===== src/emsc_pkg.sv =====
// package: constants and carrier types of the elevation mirror step control
package emsc_pkg;

  // timing
  localparam int unsigned CLK_HZ            = 10_000_000;
  localparam int unsigned SLEW_HZ           = 50;
  localparam int unsigned SLEW_HALF_CYC_DEF = CLK_HZ / (2 * SLEW_HZ);
  localparam int unsigned DEBOUNCE_MS       = 10;
  localparam int unsigned DEBOUNCE_CYC_DEF  = (CLK_HZ / 1000) * DEBOUNCE_MS;
  localparam int unsigned CNT_W             = 20;

  // register byte offsets
  localparam logic [3:0] ADDR_CTRL   = 4'h0;
  localparam logic [3:0] ADDR_STATUS = 4'h4;
  localparam logic [3:0] ADDR_STEPS  = 4'h8;

  // control fields
  localparam int unsigned CTRL_ZENITH_BIT = 0;
  localparam int unsigned CTRL_STEP_BIT   = 1;
  localparam int unsigned CTRL_HALT_BIT   = 2;
  localparam int unsigned CTRL_LOCK_BIT   = 3;

  // status fields
  localparam int unsigned STAT_SLEW_BIT   = 0;
  localparam int unsigned STAT_REV_BIT    = 1;
  localparam int unsigned STAT_DIR_BIT    = 2;
  localparam int unsigned STAT_BUSY_BIT   = 3;
  localparam int unsigned STAT_SENSOR_BIT = 4;

  // reset values
  localparam logic [31:0] RST_WORD  = 32'h0000_0000;
  localparam logic [15:0] RST_STEPS = 16'h0000;

  // host lines and zenith sensor, as seen at the pins
  typedef struct packed {
    logic host_direction_cmd;
    logic host_zenith_line;
    logic host_step_line;
    logic zenith_sensor_n;
  } emsc_host_pins_t;

  // manual push buttons, high while pressed
  typedef struct packed {
    logic manual_reverse_button;
    logic manual_zenith_button;
    logic manual_step_button;
  } emsc_buttons_t;

endpackage : emsc_pkg


===== src/emsc_debounce.sv =====
// module: two-flop synchroniser and debouncer for one push button
module emsc_debounce
  import emsc_pkg::*;
#(
  parameter int unsigned STABLE_CYC = DEBOUNCE_CYC_DEF
) (
  input  wire logic i_ref_clk,
  input  wire logic i_sys_rst,
  input  wire logic i_button,
  output logic      o_level,
  output logic      o_press
);

  logic             meta_r;
  logic             sync_r;
  logic [CNT_W-1:0] cnt_r;

  always_ff @(posedge i_ref_clk) begin
    if (i_sys_rst) begin
      meta_r <= 1'b0;
      sync_r <= 1'b0;
    end else begin
      meta_r <= i_button;
      sync_r <= meta_r;
    end
  end

  // level accepted only after it stays put for the whole window
  always_ff @(posedge i_ref_clk) begin
    if (i_sys_rst) begin
      cnt_r   <= '0;
      o_level <= 1'b0;
      o_press <= 1'b0;
    end else begin
      o_press <= 1'b0;
      if (sync_r == o_level) begin
        cnt_r <= '0;
      end else if (cnt_r >= CNT_W'(STABLE_CYC - 1)) begin
        cnt_r   <= '0;
        o_level <= sync_r;
        o_press <= sync_r;
      end else begin
        cnt_r <= cnt_r + CNT_W'(1);
      end
    end
  end

endmodule // emsc_debounce


===== src/emsc_top.sv =====
// module: elevation mirror direction, zenith slew and step control
//
// The placing of the registers and the Avalon-MM slave port were decided locally.
module emsc_top
  import emsc_pkg::*;
#(
  parameter int unsigned SLEW_HALF_CYC = SLEW_HALF_CYC_DEF,
  parameter int unsigned DEBOUNCE_CYC  = DEBOUNCE_CYC_DEF
) (
  input  wire logic        i_ref_clk,
  input  wire logic        i_sys_rst,
  // avalon-mm slave
  input  wire logic [3:0]  i_avs_address,
  input  wire logic        i_avs_read,
  input  wire logic        i_avs_write,
  input  wire logic [31:0] i_avs_writedata,
  output logic [31:0]      o_avs_readdata,
  output logic             o_avs_waitrequest,
  // host command lines
  input  wire logic        i_host_direction_cmd,
  input  wire logic        i_host_zenith_line,
  input  wire logic        i_host_step_line,
  // zenith position sensor, low pulse at zenith
  input  wire logic        i_zenith_sensor_n,
  // manual buttons, high while pressed
  input  wire logic        i_manual_reverse_button,
  input  wire logic        i_manual_zenith_button,
  input  wire logic        i_manual_step_button,
  // stepper driver
  output logic             o_motor_dir,
  output logic             o_motor_step
);

  emsc_host_pins_t  pins_w;
  emsc_host_pins_t  pins_meta_r;
  emsc_host_pins_t  pins_sync_r;
  emsc_host_pins_t  pins_prev_r;
  emsc_buttons_t    btn_raw_w;
  emsc_buttons_t    btn_level_w;
  emsc_buttons_t    btn_press_w;

  logic             host_zenith_rise;
  logic             host_step_rise;
  logic             sensor_fall;
  logic             sensor_shot_r;
  logic             reverse_clear_n;
  logic             manual_reverse_ff;
  logic             slew_run_ff;
  logic             slew_set;
  logic             slew_clr;
  logic [CNT_W-1:0] slew_cnt_r;
  logic             slew_clk_r;
  logic             step_busy_r;
  logic [CNT_W-1:0] step_cnt_r;
  logic             step_req;
  logic             step_out_nxt;
  logic [15:0]      steps_r;
  logic             lock_r;
  logic             soft_zenith_r;
  logic             soft_step_r;
  logic             soft_halt_r;
  logic             bus_req;
  logic             bus_ack;
  logic             steps_clr;

  // read-back decode, shared by the read path
  function automatic logic [31:0] read_word(input logic [3:0] addr);
    logic [31:0] w;
    w = RST_WORD;
    if (addr == ADDR_CTRL) begin
      w[CTRL_LOCK_BIT] = lock_r;
    end else if (addr == ADDR_STATUS) begin
      w[STAT_SLEW_BIT]   = slew_run_ff;
      w[STAT_REV_BIT]    = manual_reverse_ff;
      w[STAT_DIR_BIT]    = o_motor_dir;
      w[STAT_BUSY_BIT]   = step_busy_r;
      w[STAT_SENSOR_BIT] = pins_sync_r.zenith_sensor_n;
    end else if (addr == ADDR_STEPS) begin
      w[15:0] = steps_r;
    end else begin
      w = RST_WORD;
    end
    return w;
  endfunction

  // ------------------------------------------------------------------
  // pin synchronisers
  // ------------------------------------------------------------------
  assign pins_w.host_direction_cmd = i_host_direction_cmd;
  assign pins_w.host_zenith_line   = i_host_zenith_line;
  assign pins_w.host_step_line     = i_host_step_line;
  assign pins_w.zenith_sensor_n    = i_zenith_sensor_n;

  // sensor idles high; reset values avoid a false fall at release
  always_ff @(posedge i_ref_clk) begin
    if (i_sys_rst) begin
      pins_meta_r <= '{default: 1'b0, zenith_sensor_n: 1'b1};
      pins_sync_r <= '{default: 1'b0, zenith_sensor_n: 1'b1};
      pins_prev_r <= '{default: 1'b0, zenith_sensor_n: 1'b1};
    end else begin
      pins_meta_r <= pins_w;
      pins_sync_r <= pins_meta_r;
      pins_prev_r <= pins_sync_r;
    end
  end

  assign host_zenith_rise = pins_sync_r.host_zenith_line & ~pins_prev_r.host_zenith_line;
  assign host_step_rise   = pins_sync_r.host_step_line & ~pins_prev_r.host_step_line;
  assign sensor_fall      = ~pins_sync_r.zenith_sensor_n & pins_prev_r.zenith_sensor_n;

  // one-shot: a single clear pulse per sensor low pulse
  always_ff @(posedge i_ref_clk) begin
    if (i_sys_rst) begin
      sensor_shot_r <= 1'b0;
    end else begin
      sensor_shot_r <= sensor_fall;
    end
  end

  // ------------------------------------------------------------------
  // manual buttons
  // ------------------------------------------------------------------
  assign btn_raw_w.manual_reverse_button = i_manual_reverse_button;
  assign btn_raw_w.manual_zenith_button  = i_manual_zenith_button;
  assign btn_raw_w.manual_step_button    = i_manual_step_button;

  generate
    for (genvar g = 0; g < 3; g++) begin : g_btn
      emsc_debounce #(
        .STABLE_CYC (DEBOUNCE_CYC)
      ) u_deb (
        .i_ref_clk (i_ref_clk),
        .i_sys_rst (i_sys_rst),
        .i_button  (btn_raw_w[g]),
        .o_level   (btn_level_w[g]),
        .o_press   (btn_press_w[g])
      );
    end
  endgenerate

  // ------------------------------------------------------------------
  // direction
  // ------------------------------------------------------------------
  // idle host keeps both lines low so the clear stays inactive
  assign reverse_clear_n = ~(pins_sync_r.host_zenith_line |
                             pins_sync_r.host_step_line);

  // clear dominates a toggle, as the flop's own clear input does
  always_ff @(posedge i_ref_clk) begin
    if (i_sys_rst) begin
      manual_reverse_ff <= 1'b0;
    end else if (!reverse_clear_n) begin
      manual_reverse_ff <= 1'b0;
    end else if (btn_press_w.manual_reverse_button && !lock_r) begin
      manual_reverse_ff <= ~manual_reverse_ff;
    end
  end

  // high level drives the mirror clockwise
  always_ff @(posedge i_ref_clk) begin
    if (i_sys_rst) begin
      o_motor_dir <= 1'b0;
    end else begin
      o_motor_dir <= pins_sync_r.host_direction_cmd ^ manual_reverse_ff;
    end
  end

  // ------------------------------------------------------------------
  // zenith slew
  // ------------------------------------------------------------------
  assign slew_set = host_zenith_rise | soft_zenith_r |
                    (btn_press_w.manual_zenith_button & ~lock_r);
  assign slew_clr = sensor_shot_r | soft_halt_r |
                    (btn_press_w.manual_step_button & ~lock_r);

  // a start request in the stop cycle wins
  always_ff @(posedge i_ref_clk) begin
    if (i_sys_rst) begin
      slew_run_ff <= 1'b0;
    end else if (slew_set) begin
      slew_run_ff <= 1'b1;
    end else if (slew_clr) begin
      slew_run_ff <= 1'b0;
    end
  end

  // free-running 50 Hz square wave, gated later
  always_ff @(posedge i_ref_clk) begin
    if (i_sys_rst) begin
      slew_cnt_r <= '0;
      slew_clk_r <= 1'b0;
    end else if (slew_cnt_r >= CNT_W'(SLEW_HALF_CYC - 1)) begin
      slew_cnt_r <= '0;
      slew_clk_r <= ~slew_clk_r;
    end else begin
      slew_cnt_r <= slew_cnt_r + CNT_W'(1);
    end
  end

  // ------------------------------------------------------------------
  // single step
  // ------------------------------------------------------------------
  // a press during a slew only stops it; a press while a step is
  // still high is dropped so each accepted press is one step
  assign step_req = ~slew_run_ff & ~step_busy_r & ~slew_set &
                    ((btn_press_w.manual_step_button & ~lock_r) |
                     host_step_rise | soft_step_r);

  always_ff @(posedge i_ref_clk) begin
    if (i_sys_rst) begin
      step_busy_r <= 1'b0;
      step_cnt_r  <= '0;
    end else if (step_req) begin
      step_busy_r <= 1'b1;
      step_cnt_r  <= '0;
    end else if (step_busy_r) begin
      if (step_cnt_r >= CNT_W'(SLEW_HALF_CYC - 1)) begin
        step_busy_r <= 1'b0;
        step_cnt_r  <= '0;
      end else begin
        step_cnt_r <= step_cnt_r + CNT_W'(1);
      end
    end
  end

  assign step_out_nxt = (slew_clk_r & slew_run_ff) ^ step_busy_r;

  always_ff @(posedge i_ref_clk) begin
    if (i_sys_rst) begin
      o_motor_step <= 1'b0;
    end else begin
      o_motor_step <= step_out_nxt;
    end
  end

  // rising step edges seen by the driver; wraps at 16 bits
  always_ff @(posedge i_ref_clk) begin
    if (i_sys_rst) begin
      steps_r <= RST_STEPS;
    end else if (step_out_nxt && !o_motor_step) begin
      steps_r <= steps_clr ? 16'h0001 : steps_r + 16'h0001;
    end else if (steps_clr) begin
      steps_r <= RST_STEPS;
    end
  end

  // ------------------------------------------------------------------
  // avalon-mm slave, one wait state on every access
  // ------------------------------------------------------------------
  assign bus_req   = i_avs_read | i_avs_write;
  assign bus_ack   = bus_req & ~o_avs_waitrequest;
  assign steps_clr = bus_ack & i_avs_write & (i_avs_address == ADDR_STEPS);

  always_ff @(posedge i_ref_clk) begin
    if (i_sys_rst) begin
      o_avs_waitrequest <= 1'b1;
    end else if (bus_req && o_avs_waitrequest) begin
      o_avs_waitrequest <= 1'b0;
    end else begin
      o_avs_waitrequest <= 1'b1;
    end
  end

  // data is latched one cycle ahead so it stands with waitrequest low
  always_ff @(posedge i_ref_clk) begin
    if (i_sys_rst) begin
      o_avs_readdata <= RST_WORD;
    end else if (i_avs_read && o_avs_waitrequest) begin
      o_avs_readdata <= read_word(i_avs_address);
    end else begin
      // back to zero in the cycle after the answer, waitrequest high again
      o_avs_readdata <= RST_WORD;
    end
  end

  // zenith, step and halt bits are self-clearing one-cycle strobes; the lock bit holds its value
  always_ff @(posedge i_ref_clk) begin
    if (i_sys_rst) begin
      lock_r        <= 1'b0;
      soft_zenith_r <= 1'b0;
      soft_step_r   <= 1'b0;
      soft_halt_r   <= 1'b0;
    end else begin
      soft_zenith_r <= 1'b0;
      soft_step_r   <= 1'b0;
      soft_halt_r   <= 1'b0;
      if (bus_ack && i_avs_write && (i_avs_address == ADDR_CTRL)) begin
        lock_r        <= i_avs_writedata[CTRL_LOCK_BIT];
        soft_zenith_r <= i_avs_writedata[CTRL_ZENITH_BIT];
        soft_step_r   <= i_avs_writedata[CTRL_STEP_BIT];
        soft_halt_r   <= i_avs_writedata[CTRL_HALT_BIT];
      end
    end
  end

endmodule // emsc_top


===== config.mk =====
export PLATFORM = sky130hd
export DESIGN_NAME = emsc_top
export DESIGN_NICKNAME = d
export VERILOG_FILES = /design/src/emsc_pkg.sv /design/src/emsc_debounce.sv /design/src/emsc_top.sv
export SDC_FILE = /design/constraint.sdc
export NUM_CORES = 1
export LEC_CHECK = 0
export ABC_AREA = 1
export BUFFER_PORTS_ARGS = -buffer_cell sky130_fd_sc_hd__buf_2
export CELL_PAD_IN_SITES_DETAIL_PLACEMENT = 1
export CELL_PAD_IN_SITES_GLOBAL_PLACEMENT = 2
export CORE_MARGIN = 4
export CORE_UTILIZATION = 34
export CTS_CLUSTER_DIAMETER = 40
export DETAILED_ROUTE_END_ITERATION = 16
export PLACE_DENSITY_LB_ADDON = 0.1
export SYNTH_ARGS = -nofsm -noshare
export SYNTH_HDL_FRONTEND = slang
export SYNTH_SLANG_ARGS = --single-unit

===== constraint.sdc =====
create_clock -name i_ref_clk -period 1.9 [get_ports i_ref_clk]
set_clock_uncertainty 0.15 [all_clocks]
set_input_delay 0.38 -clock i_ref_clk [delete_from_list [all_inputs] [get_ports i_ref_clk]]
set_output_delay 0.38 -clock i_ref_clk [all_outputs]
set_load 0.05 [all_outputs]

==> out/results.ini <==
[outcome]
outcome=finished, final reports clean

[synthesis]
yosys_register_bits=167
synthAdderAreaFrac_pct=0.946
synth.area.mux_share_pct=0
syn_area_per_cell_um2=7.66
synth_top_area_share_pct=42.1
synth_area_um2=7940
syn_inst=1036
synth.distinct_cells=45
yosysWarnings=0
synth_xor_area_share_pct=6.51
yosysTopAreaCell=dfxtp_1
synthTopCellsByArea=dfxtp_1 (42%), nand2_1 (9.5%), nor2_1 (7.8%)
yosys.area_share.simple_pct=36.0
yosysSeqAreaShare_pct=42.1
synth_top_family_by_area=simple AND/OR/NAND/NOR gates
synth-compound-area-share_pct=4.82

[clock_network]
ctsLongestPathBuffers=2
clock-sinks=167
h-tree-depth=4
numCtsBuffers=17
clock_tree.root_cell=clkbuf_16
clk_pin_slew_worst_paths_ps=70
insertion_delay_ps=420
cts_tree=yes

[flow_run]
maxCapViolations=0

[die]
top_level_ports=82
dieWidth_um=161
core_um2=22800
fp.dieH_um=161
die_area_um2=25900
rows=55
floorplan.initialDensity_pct=34.9

[setup_path]
end_kind=flip-flop
worst_path_max_delay_cell=dfxtp_1
cp_num_buf_inv=1
crit_family=simple AND/OR/NAND/NOR gates
cp-start-kind=flip-flop
crit_top_cell=nor2_4
critPathMaxFanout=16
crit_type=reg2reg
slowest_delay_ps=360
cp.required_ps=2060
crit_chain=ha_2 -> nand2_1 -> nor2_4 -> nand3_1 -> nand2_2 -> nor2_4 -> inv_4 -> nor2_1
arrival_ps=1870

[route]
route.met3.wl_um=369
via_per_inst=4.35
vias=6213
wl_met1_um=8930
ant_nets=0
highest_layer=met5
route.detailed.drc=0
routed_wl_um=17500
detail_route.wl_per_cell_um=12.3
dr_wl_met2_um=8010
drt_iter0_drc=130
firstDrtPassIters=4

[global_routing]
grt_pass1_vias=6329
grt_use_total_pct=14.1
grt_pass1_wl_um=30400
grt_max_degree=22
antenna_found_initial=1
grt-ovfl-total=0

[power]
p_seq_share_pct=47.2
p_int_mw=5.86
p_comb_share_pct=4.2
power.density_nw_per_um2=829
leakagePower_nw=3.35
pwr-share-clk_pct=48.6
max-vdd-ir-drop_mv=0.446
switchingPower_mw=1.71
switching_share_pct=22.5

[timing]
period_share_pct=90.4
timing.fmax_mhz=582
report.final.slew_viol_count=0
fin_tns_setup_ps=0
rsz0062_at_grt=no
hold_viol=0
setup_viol=0
min_period_ps=1720
whs_ps=20.0

[place]
post_dp_cell_area_um2=8460
gp_congestion=0.754
portBuffers=37
post-dp-hpwl_um=13000

[final_layout]
num_antenna_cells=0
multi_input_area_um2=3950
final_nets=1154
syn2layout_area_growth_pct=14.9
stdcell_area_um2=9120
nFillCells=2803
seqCellArea_um2=3340
drive_above_1_share_pct=17.8

[worst_hold_path]
min_path_type=in2reg

## final timing paths
kind                            depth (start not counted)                    start                 endpoint  slack (ps)
worst max-delay path                                    8  g_btn[0].u_deb.cnt_r[0]  g_btn[0].u_deb.cnt_r[5]         180
worst min-delay path                                    2        i_zenith_sensor_n           pins_meta_r[0]          20
worst max register to register                          8  g_btn[0].u_deb.cnt_r[0]  g_btn[0].u_deb.cnt_r[5]         180
worst min register to register                          2    g_btn[0].u_deb.meta_r    g_btn[0].u_deb.sync_r         250
## routing by layer
layer | track usage, % | vias to the layer above
met3 | 2.98 | 16
met4 | 3.49 | 2
li1 | - | 3322
met2 | 23.3 | 44
met1 | 18.8 | 2829
met5 | 0 | -
## power by group through the flow
stage               sequential, mW  combinational (mW)  clock [mW]
finish                        3.57               0.314        3.68
global placement              3.65               0.315           0
detailed placement            3.65               0.317           0
global route                  3.58               0.353        3.95
CTS                           3.57               0.321        3.81
floorplan                     3.66               0.251           0
## cell families after synthesis
kind of cell | after synthesis
adders and majority gates | 6
DFF | 167
AOI/OAI and AO/OA | 70
other | 1
xor gates and xnor gates | 59
buffers and inverters | 166
and+or+nand+nor | 567
## cells in the mapped netlist, drive strengths merged
library cell and n:
clkbuf 6, nand2 208, buf 25, xor2 41, a2111oi 1, dfxtp 167, nand4 23, o211ai 3
nand3b 5, clkinv 2, conb 1, a21oi 46, nand3 75, nor3 27, nor2 223, or2 4
xnor2 18, a31oi 1, ha 6, inv 133, and3 1, o21ai 19, nor4 1
## cells in the final DEF, fill, tap and decap left out, types with 9 or more instances in the layout
cell type,instances
a21oi_1,44
nand2_1,199
clkbuf_16,17
xor2_1,41
nand3_1,59
nand4_1,21
inv_1,118
conb_1,28
buf_2,37
o21ai_0,9
dfxtp_1,167
nand3_2,12
buf_4,9
nor2_4,29
nor3_1,20
nor2_1,164
nor2_2,29
inv_2,15
xnor2_1,18
## sequential cells by signal (all words and copies together) (netlist names), 3 cells and up
signal and flops:
pins_sync_r 4, steps_r 16, step_cnt_r 20, g_btn.u_deb.cnt_r 60
pins_prev_r 3, slew_cnt_r 20, o_avs_readdata 16, g_btn.u_deb.meta_r 3
g_btn.u_deb.o_level 3, pins_meta_r 4, g_btn.u_deb.o_press 3, g_btn.u_deb.sync_r 3
## metrics by stage
stage | setup slack [ps] | total power, mW | cells | util [%]
detailed placement | 52.9 | 3.97 | 1392 | 37.2
global placement | 75.1 | 3.97 | 1392 | 37.2
CTS | 25.7 | 7.70 | 1426 | 40.0
global route | 0.657 | 7.88 | 1427 | 40.0
finish | 182 | 7.56 | 1427 | 40.0
floorplan | 294 | 3.91 | 1063 | -
## cell type report
type | count | area share, %
sequential | 167 | 36.6
inverter | 135 | 5.58
multi-input combinational | 730 | 43.2
clock buffer | 20 | 4.90
timing repair buffer | 50 | 3.43
clock inverter | 12 | 1.91
tap | 313 | 4.29
## timing repair
action | in CTS | in global routing
setup buffers | 0 | 1
gates resized for setup | 0 | 4
endpoints found under the setup margin | 0 | 8
hold buffers | 2 | 0
endpoints found under the hold margin | 2 | 0
Power figures use the tool's default switching activity.
